===== src/hw/phy_ctrl_pkg.sv =====
/*
 * Constants, field layout and carrier type for the basic control register
 * of a 10/100 transceiver. Assumes a 100 MHz device clock.
 */
package phy_ctrl_pkg;

    // Register map, reached as whole 16-bit words.
    localparam logic [4:0] BASIC_PHY_CONTROL_OFFSET = 5'h00;
    localparam logic [15:0] BASIC_PHY_CONTROL_RESET = 16'h3000;

    // Field positions.
    localparam int SOFT_RESET_POS = 15;
    localparam int LOOPBACK_POS = 14;
    localparam int SPEED_LOW_POS = 13;
    localparam int AUTONEG_EN_POS = 12;
    localparam int POWER_DOWN_POS = 11;
    localparam int ISOLATE_POS = 10;
    localparam int AUTONEG_RESTART_POS = 9;
    localparam int DUPLEX_POS = 8;
    localparam int COLLISION_TEST_POS = 7;

    // Timing: the soft reset must be over within this time.
    localparam int CLK_PERIOD_NS = 10;
    localparam int SOFT_RESET_TIME_US = 25;
    localparam int SOFT_RESET_CYCLES =
        (SOFT_RESET_TIME_US * 1000) / CLK_PERIOD_NS;

    typedef struct packed {
        logic loopback_enable;
        logic speed_select_low;
        logic autoneg_enable;
        logic power_down_bit;
        logic isolate;
        logic duplex_select;
        logic collision_test;
    } ctrl_s;

    // Read-only high speed bit and reserved bits always read zero.
    function automatic logic [15:0] ctrl_word(input ctrl_s c,
                                              input logic rst,
                                              input logic autoneg_restart);
        logic [15:0] w;
        w = 16'h0000;
        w[SOFT_RESET_POS] = rst;
        w[LOOPBACK_POS] = c.loopback_enable;
        w[SPEED_LOW_POS] = c.speed_select_low;
        w[AUTONEG_EN_POS] = c.autoneg_enable;
        w[POWER_DOWN_POS] = c.power_down_bit;
        w[ISOLATE_POS] = c.isolate;
        w[AUTONEG_RESTART_POS] = autoneg_restart;
        w[DUPLEX_POS] = c.duplex_select;
        w[COLLISION_TEST_POS] = c.collision_test;
        return w;
    endfunction : ctrl_word

    function automatic ctrl_s ctrl_fields(input logic [15:0] w);
        ctrl_s c;
        c.loopback_enable = w[LOOPBACK_POS];
        c.speed_select_low = w[SPEED_LOW_POS];
        c.autoneg_enable = w[AUTONEG_EN_POS];
        c.power_down_bit = w[POWER_DOWN_POS];
        c.isolate = w[ISOLATE_POS];
        c.duplex_select = w[DUPLEX_POS];
        c.collision_test = w[COLLISION_TEST_POS];
        return c;
    endfunction : ctrl_fields

endpackage : phy_ctrl_pkg


===== src/hw/soft_reset_timer.sv =====
/*
 * Counts out the soft reset interval after a start strobe.
 * Assumes a synchronous, already released active-low reset.
 */
`timescale 1ns/10ps
`default_nettype none
module soft_reset_timer #(
    parameter int CYCLES = phy_ctrl_pkg::SOFT_RESET_CYCLES
) (
    // Clock and reset
    input wire logic clk,
    input wire logic rst_n,
    // Control
    input wire logic start,
    output logic busy,
    output logic done
);
    import phy_ctrl_pkg::*;

    localparam int W = $clog2(CYCLES + 1);
    localparam logic [W-1:0] LAST = W'(CYCLES - 1);

    logic [W-1:0] cnt_q, cnt_d;
    logic busy_q, busy_d;
    logic done_q, done_d;

    always_comb begin
        cnt_d = cnt_q;
        busy_d = busy_q;
        done_d = 1'b0;
        if (busy_q) begin
            if (cnt_q == LAST) begin
                busy_d = 1'b0;
                done_d = 1'b1;
            end else begin
                cnt_d = cnt_q + W'(1);
            end
        end else if (start) begin
            busy_d = 1'b1;
            cnt_d = '0;
        end
    end

    always_ff @(posedge clk or negedge rst_n) begin
        if (!rst_n) begin
            cnt_q <= '0;
            busy_q <= 1'b0;
            done_q <= 1'b0;
        end else begin
            cnt_q <= cnt_d;
            busy_q <= busy_d;
            done_q <= done_d;
        end
    end

    assign busy = busy_q;
    assign done = done_q;
endmodule : soft_reset_timer
`default_nettype wire


===== src/hw/phy_basic_control_register.sv =====
/*
 * Basic control register of a 10/100 transceiver and the control outputs
 * it steers. Assumes word-wide management accesses synchronous to clk and a
 * datapath that owns the line and MII pins and honours the enables here.
 */
// Notes on behaviour
// - Soft reset bit resets port, resamples straps.
// - Soft reset ends within 25us, reads one.
// - Loopback disables line driver, returns transmit data.
// - Speed from low bit unless negotiating.
// - Negotiation enable loaded from strap at reset.
// - Power down is bit OR pin.
// - Power down floats line, LEDs, isolates MII.
// - Isolate ignores transmit inputs, floats MII outputs.
// - Restart bit starts negotiation, then self clears.
// - Duplex bit sets duplex without negotiation.
// - Collision test echoes transmit enable on collision.
// - High speed bit always reads zero.
// - Register resets to 3000 hex.
// - Self-clearing bits give one-cycle hardware strobe.
// - Registers addressed as whole 16-bit words.
`timescale 1ns/10ps
`default_nettype none
module phy_basic_control_register (
    // Clock and reset
    input wire logic clk,
    input wire logic reset_n,
    // Management word access
    input wire logic [4:0] reg_addr,
    input wire logic reg_wr,
    input wire logic reg_rd,
    input wire logic [15:0] reg_wdata,
    output logic [15:0] reg_rdata,
    // Straps and pins
    input wire logic autoneg_strap_pin,
    input wire logic power_down_pin,
    // Negotiation engine
    input wire logic an_started,
    input wire logic an_speed_100,
    input wire logic an_full_duplex,
    output logic an_restart_strobe,
    output logic autoneg_on,
    // Port control
    output logic port_reset,
    output logic soft_reset_strobe,
    output logic speed_100,
    output logic full_duplex,
    output logic power_down,
    output logic line_tx_oe,
    output logic led_oe,
    output logic mii_oe,
    // MII transmit side from the MAC, toward the datapath
    input wire logic [3:0] mii_txd,
    input wire logic mii_tx_en,
    input wire logic mii_tx_er,
    output logic [3:0] dp_txd,
    output logic dp_tx_en,
    output logic dp_tx_er,
    // MII receive side from the datapath, toward the MAC
    input wire logic [3:0] dp_rxd,
    input wire logic dp_rx_dv,
    input wire logic dp_col,
    output logic [3:0] mii_rxd,
    output logic mii_rx_dv,
    output logic mii_col
);
    import phy_ctrl_pkg::*;

    logic [1:0] rsync_q;
    logic rst_n;
    always_ff @(posedge clk or negedge reset_n) begin
        if (!reset_n) begin
            rsync_q <= 2'h0;
        end else begin
            rsync_q <= {rsync_q[0], 1'b1};
        end
    end
    assign rst_n = rsync_q[1];

    localparam ctrl_s CTRL_RESET = ctrl_fields(BASIC_PHY_CONTROL_RESET);

    ctrl_s ctrl_q, ctrl_d;
    logic ran_q, ran_d;
    logic strap_q, strap_d;
    logic srst_go, an_go, sr_busy, sr_done, hit_wr;

    soft_reset_timer #(.CYCLES(SOFT_RESET_CYCLES)) u_timer (
        .clk(clk),
        .rst_n(rst_n),
        .start(srst_go),
        .busy(sr_busy),
        .done(sr_done)
    );

    assign hit_wr = reg_wr && (reg_addr == BASIC_PHY_CONTROL_OFFSET);

    always_comb begin
        ctrl_d = ctrl_q;
        ran_d = ran_q && !an_started;
        strap_d = 1'b0;
        srst_go = 1'b0;
        an_go = 1'b0;
        if (sr_busy) begin
            ctrl_d = CTRL_RESET;
            ran_d = 1'b0;
            strap_d = sr_done;
        end else if (sr_done) begin
            strap_d = 1'b1;
        end else if (hit_wr) begin
            ctrl_d = ctrl_fields(reg_wdata);
            srst_go = reg_wdata[SOFT_RESET_POS];
            if (reg_wdata[AUTONEG_RESTART_POS] &&
                reg_wdata[AUTONEG_EN_POS] && !srst_go) begin
                ran_d = 1'b1;
                an_go = 1'b1;
            end
            // The port must not run one cycle on the written fields.
            if (srst_go) begin
                ctrl_d = CTRL_RESET;
            end
        end
        // The strap is latched on reset, so it wins over a write.
        // strap load.
        if (strap_q) begin
            ctrl_d.autoneg_enable = autoneg_strap_pin;
        end
    end

    always_ff @(posedge clk or negedge rst_n) begin
        if (!rst_n) begin
            ctrl_q <= CTRL_RESET;
            ran_q <= 1'b0;
            strap_q <= 1'b1;
        end else begin
            ctrl_q <= ctrl_d;
            ran_q <= ran_d;
            strap_q <= strap_d;
        end
    end

    logic [15:0] rdata_d;
    logic busy_bit;
    logic pd_d, iso_d;
    logic [3:0] rxd_d;
    logic rx_dv_d, col_d;

    assign busy_bit = sr_busy || srst_go;
    assign pd_d = ctrl_q.power_down_bit || power_down_pin;
    assign iso_d = ctrl_q.isolate || pd_d;

    always_comb begin
        rdata_d = reg_rdata;
        if (reg_rd) begin
            rdata_d = (reg_addr == BASIC_PHY_CONTROL_OFFSET) ?
                      ctrl_word(ctrl_q, busy_bit, ran_q) : 16'h0000;
        end
        rxd_d = ctrl_q.loopback_enable ? mii_txd : dp_rxd;
        rx_dv_d = ctrl_q.loopback_enable ? mii_tx_en : dp_rx_dv;
        col_d = dp_col || (ctrl_q.collision_test && mii_tx_en);
        if (iso_d) begin
            rxd_d = 4'h0;
            rx_dv_d = 1'b0;
            col_d = 1'b0;
        end
    end

    // Every output is a flip-flop so the MAC never sees decode glitches.
    always_ff @(posedge clk or negedge rst_n) begin
        if (!rst_n) begin
            reg_rdata <= 16'h0000;
            an_restart_strobe <= 1'b0;
            autoneg_on <= 1'b1;
            port_reset <= 1'b0;
            soft_reset_strobe <= 1'b0;
            speed_100 <= 1'b1;
            full_duplex <= 1'b0;
            power_down <= 1'b0;
            line_tx_oe <= 1'b0;
            led_oe <= 1'b0;
            mii_oe <= 1'b0;
            dp_txd <= 4'h0;
            dp_tx_en <= 1'b0;
            dp_tx_er <= 1'b0;
            mii_rxd <= 4'h0;
            mii_rx_dv <= 1'b0;
            mii_col <= 1'b0;
        end else begin
            reg_rdata <= rdata_d;
            an_restart_strobe <= an_go;
            soft_reset_strobe <= srst_go;
            port_reset <= sr_busy;
            autoneg_on <= ctrl_q.autoneg_enable;
            speed_100 <= ctrl_q.autoneg_enable ? an_speed_100 :
                         ctrl_q.speed_select_low;
            full_duplex <= ctrl_q.autoneg_enable ? an_full_duplex :
                           ctrl_q.duplex_select;
            power_down <= pd_d;
            line_tx_oe <= !pd_d && !ctrl_q.loopback_enable;
            led_oe <= !pd_d;
            mii_oe <= !iso_d;
            dp_txd <= iso_d ? 4'h0 : mii_txd;
            dp_tx_en <= !iso_d && mii_tx_en;
            dp_tx_er <= !iso_d && mii_tx_er;
            mii_rxd <= rxd_d;
            mii_rx_dv <= rx_dv_d;
            mii_col <= col_d;
        end
    end

    // Checking helpers.
    logic [15:0] busy_len_q;
    always_ff @(posedge clk or negedge rst_n) begin
        if (!rst_n) begin
            busy_len_q <= 16'h0000;
        end else begin
            busy_len_q <= sr_busy ? busy_len_q + 16'h0001 : 16'h0000;
        end
    end
endmodule : phy_basic_control_register
`default_nettype wire


===== config.mk =====
export PLATFORM = sky130hd
export DESIGN_NAME = phy_basic_control_register
export DESIGN_NICKNAME = d
export VERILOG_FILES = /design/src/hw/phy_ctrl_pkg.sv /design/src/hw/soft_reset_timer.sv /design/src/hw/phy_basic_control_register.sv
export SDC_FILE = /design/constraint.sdc
export NUM_CORES = 1
export LEC_CHECK = 0
export ABC_AREA = 1
export BUFFER_PORTS_ARGS = -buffer_cell sky130_fd_sc_hd__buf_2
export CAP_MARGIN = 10
export CORE_UTILIZATION = 51
export CTS_CLUSTER_SIZE = 12
export DETAILED_ROUTE_END_ITERATION = 16
export PLACE_DENSITY = 0.8
export SLEW_MARGIN = 20
export SYNTH_ARGS = -nofsm -noshare
export SYNTH_HDL_FRONTEND = slang
export SYNTH_SLANG_ARGS = --single-unit

===== constraint.sdc =====
create_clock -name clk -period 3.01 [get_ports clk]
set_input_delay 0.602 -clock clk [delete_from_list [all_inputs] [get_ports clk]]
set_output_delay 0.602 -clock clk [all_outputs]
set_load 0.01 [all_outputs]

Word-level counts from Yosys, hierarchy flattened
Index checks and enable logic that the tools add are counted.

storage, ports and cells
  flip-flop bits (word level) = 63
  bits of input ports = 42
  output and inout bits = 38

cells by class
  add/subtract/negate cells = 1
  equality and inequality tests = 4
  muxes and demuxes = 35
  reduce and logical (&&, ||, !) cells = 24

operators by type and width
  kind                     count
  $mux W12                 3
  $mux W7                  4
  $mux W1                  24
  $mux W16                 1
  $add A12 B1 Y12 const B  1
  $eq A12 B12 Y1 const B   1
  $mux W4                  3
  $logic_and A1 B1 Y1      8
  $reduce_and A2 Y1        3
  $logic_not A1 Y1         5
  $logic_not A5 Y1         1
  $logic_or A1 B1 Y1       4
  $reduce_bool A2 Y1       2
  $ne A3 B2 Y1 const B     1
  $reduce_bool A3 Y1       1
  $ne A2 B1 Y1 const B     1
  $ne A2 B2 Y1 const B     1

Longest topological paths before layout
  word-level depth = 7
  mapped depth = 9
  gate-level depth less buffers = 9

Cells and area by module
Synthesis repeated with hierarchy kept, for this count alone.

second synthesis, totals
  cells, all modules = 294
  area, all modules = 2519.9 um^2

modules (own cells, without submodules)
  module                      instances  cells each  area an instance (um^2)  sequential area each (um^2)
  phy_basic_control_register  1          170         1651.6                   1057.3
  soft_reset_timer            1          124         868.3                    350.3

Worst setup path before layout
Ideal clock, no wire load.

  kind = input-to-reg
  from = in reg_addr[3]
  to = reg u_timer.cnt_q[4]
  library setup time = 121 ps
  arrival time = 1326 ps
  slack = 1563 ps
  stages on the path = 7
  path buffers = 1
  cells stage by stage = nor2_2 nand4_2 nand2_4 nand3_2 buf_6 nand2_1 nand2_1

on the way
  longest elaborated chain between the ends = 7

RTL lines
  item                                 RTL line                           text
  from (decl)                          phy_basic_control_register.sv:29   input wire logic [4:0] reg_addr,
  $logic_not A5 Y1                     phy_basic_control_register.sv:95   assign hit_wr = reg_wr && (reg_addr == BASIC_PHY_CONTROL_OFFSET);
  $logic_and A1 B1 Y1                  phy_basic_control_register.sv:95
  $mux W1                              phy_basic_control_register.sv:109  end else if (hit_wr) begin
  $mux W1                              phy_basic_control_register.sv:107  end else if (sr_done) begin
  $mux W1                              phy_basic_control_register.sv:103  if (sr_busy) begin
  $reduce_bool A2 Y1 (no source line)  n/a
  $reduce_and A2 Y1 (no source line)   n/a
  to (signal assigned)                 soft_reset_timer.sv:50             cnt_q <= cnt_d;
  to (decl)                            soft_reset_timer.sv:23             logic [W-1:0] cnt_q, cnt_d;

Every way passes these cells.
A chain may end at the register's enable or synchronous reset.

Worst setup path in the final report
  from = reg u_timer.busy_q, in the netlist u_timer.busy
  to = reg u_timer.cnt_q[11]

on the way
  longest elaborated chain between the ends = 3

RTL lines
  item                                 RTL line                           text
  from (decl)                          soft_reset_timer.sv:24             logic busy_q, busy_d;
  from (signal assigned)               soft_reset_timer.sv:51             busy_q <= busy_d;
  $mux W1                              phy_basic_control_register.sv:103
  $reduce_bool A2 Y1 (no source line)  n/a
  $reduce_and A2 Y1 (no source line)   n/a

Several ways; a longest one is shown, not always the timed one.

==> results.cfg <==
[power]
p_comb_share_pct = 15.5
power_frac_clock_pct = 25.6
p_per_area_nw_per_um2 = 538
swShare_pct = 29.1
p_sw_uw = 454
power_mw = 1.56
internal_power_mw = 1.11
seq_power_share_pct = 59.0
peakVddDrop_mv = 0.263
power_leakage_nw = 1.52

[floorplan]
core_area_um2 = 4500
die_area_um2 = 5130
dieHeight_um = 71.6
die_w_um = 71.6
rows = 24
io_pins = 80
start_util_pct = 54.9

[layout]
fillers = 377
final_util_pct = 64.4
syn_to_final_growth_pct = 17.2
multiInputGateArea_um2 = 850
seqCellArea_um2 = 1410
diodes = 0
layout.nets = 391
design_area_um2 = 2900
drive_gt1_share_pct = 27.8

[worst_setup_path]
crit_type = reg2reg
endpoint_kind = register
cp_common_cell = nand2_1
cpPeakStageDelay_ns = 0.59
arrival_ns = 2.03
critPathSlowestCell = dfrtp_1
ff2ff_setup_slack_ns = 1.18
cp_num_cells = 5
r2r-end = u_timer.cnt_q[11]
cp_num_buf_inv = 1
r2r_cells = 5
cp_max_fo = 12
crit_family = simple AND/OR/NAND/NOR gates
critPathRequiredTime_ns = 3.21
start_kind = register
r2r-start = u_timer.busy
path_cells = clkinv_1 > nand2_4 > nand3_2 > nand2_1 > nand2_1

[global_route]
grt_use_total_pct = 19.6
overflow = 0
antenna_found_initial = 0
grt_pass1_vias = 1817
grt_max_degree = 36
grt_pass1_wl_um = 7870

[logic_synthesis]
yosysWarnings = 0
synthTopCellsByArea = dfrtp_1 (52%), nand2_1 (11%), inv_1 (5.5%)
yosysTopAreaCellShare_pct = 51.6
async_reset_ff_share_pct = 100
synth_area_um2 = 2470
ys_seq_elements = 56
synthFlopType = dfrtp_1
yosysSeqAreaShare_pct = 56.9
synth_edf_count = 0
yosysMostFrequentCell = nand2_1
syn_inst = 281
avgSynthCellArea_um2 = 8.80
synth_top_area_cell = dfrtp_1
ys_top_cells_by_count = nand2_1 (74), dfrtp_1 (51), inv_1 (36), nor2_1 (23), nand3_1 (12)
ys_types = 31

[hold_path]
hp-class = in2async

[job]
drv_cap = 0

[timing]
worst_pin_slew_ns = 0.713
setup_violations = 0
relSlewSlack_pct = 52.5
period_share_pct = 60.8
slew_viol_final = 0
max_freq_mhz = 547
rsz0062_at_grt = false
hold_slack_ns = 0.0666
finalClockSkew_ns = 0.00883
hold_violations = 0
tns_ns = 0
period_minus_slack_ns = 1.83

[clock_network]
clkSinkCount = 56
post_cts_buffers = 0
cts_tree = yes
cts_resized = 0
root_buffer = clkbuf_8
postCtsHoldBufs = 0
clkTransAtPathRegs_ns = 0.09
cts_buffers = 5
worstSkewPairLatency_ns = 0.30
cts_max_level = 2
clockBufferDepth = 2

[placed_design]
io_buffers = 65
routabilityCongestion = 0.912
dp_hpwl_um = 3460
post_dp_cell_area_um2 = 2810

[detailed_routing]
drcViolationCount = 0
wl_per_cell_um = 11.7
vias = 2023
initialDrtViolationCount = 166
drt_pass1_iterations = 4
ant_nets = 0
via_per_inst = 5.04
drt_wl_total_um = 4680

[status]
status = completed
==> worst reg2reg max path, cell delays in order, from the launching register on <==
cell      delay, ns
dfrtp_1        0.59
clkinv_1       0.42
nand2_4        0.26
nand3_2        0.25
nand2_1        0.14
nand2_1        0.06
==> cell type report <==
type	count	area share [%]
Multi-Input combinational cell	178	29.3
Timing Repair Buffer	66	11.5
Inverter	41	5.31
Clock inverter	2	0.561
Clock buffer	6	2.50
Tap cell	52	2.24
Sequential cell	56	48.6
==> through the flow <==
stage	setup WS, ns	cells
floorplan	1.34	287
global placement	1.21	393
detailed placement	1.19	393
CTS	1.18	401
global route	1.02	401
finish	1.18	401
==> kinds of logic after synthesis <==
logic type | Yosys count | synth area share (%)
adders and majority gates | 1 | 0.506
and+or+nand+nor | 137 | 25.1
DFF | 56 | 56.9
other | 2 | 0.304
AOI/OAI and AO/OA | 32 | 7.54
buffers and inverters | 53 | 9.66
==> power groups by stage <==
stage / clock (mW) / combinational [mW] / sequential, mW
after floorplan: 0 / 0.143 / 0.942
after global placement: 0 / 0.235 / 0.933
after detailed placement: 0 / 0.242 / 0.934
after CTS: 0.410 / 0.242 / 0.920
after global routing: 0.448 / 0.276 / 0.935
final: 0.399 / 0.241 / 0.920
==> how the worst max path moves through the flow <==
stage                             from                 to
final                     u_timer.busy  u_timer.cnt_q[11]
after global routing      u_timer.busy   u_timer.cnt_q[6]
after CTS                 u_timer.busy   u_timer.cnt_q[5]
after detailed placement  u_timer.busy   u_timer.cnt_q[5]
after global placement    u_timer.busy   u_timer.cnt_q[0]
after floorplan             rsync_q[1]  an_restart_strobe
==> cell usage in the layout, fill, tap and decap left out <==
master,instances
a21oi_1,8
buf_2,65
buf_4,1
clkbuf_1,1
clkbuf_8,5
clkinv_1,1
clkinv_4,1
clkinvlp_4,1
conb_1,8
dfrtp_1,50
dfrtp_2,1
dfstp_2,5
ha_1,1
inv_1,36
inv_2,4
nand2_1,74
nand2_2,3
nand2_4,1
nand3_1,12
nand3_2,1
nand3b_1,1
nand4_1,6
nand4_2,1
nor2_1,23
nor2_2,5
nor2_4,2
nor3_1,7
nor3_2,1
o211ai_1,3
o21ai_0,4
o21ai_1,6
o21bai_1,2
o22ai_1,8
o32ai_1,1
==> flip-flops by register name, indices dropped and copies added (netlist names), 2 cells and up <==
signal and flops:
mii_rxd 4, dp_txd 4, ctrl_q 7, rsync_q 2
reg_rdata 9, u_timer.cnt_q 12
==> layer usage <==
layer | wire, µm | part of all wire [%] | up-vias | track usage (%)
met1 | 2170 | 46 | 947 | 26.0
met2 | 2250 | 48 | 65 | 31.8
met4 | 26 | 0.56 | 0 | 7.41
li1 | - | - | 1007 | -
met5 | 0 | 0 | - | 0
met3 | 227 | 4.9 | 4 | 4.36
No activity file was read; power rests on OpenSTA's default activity.
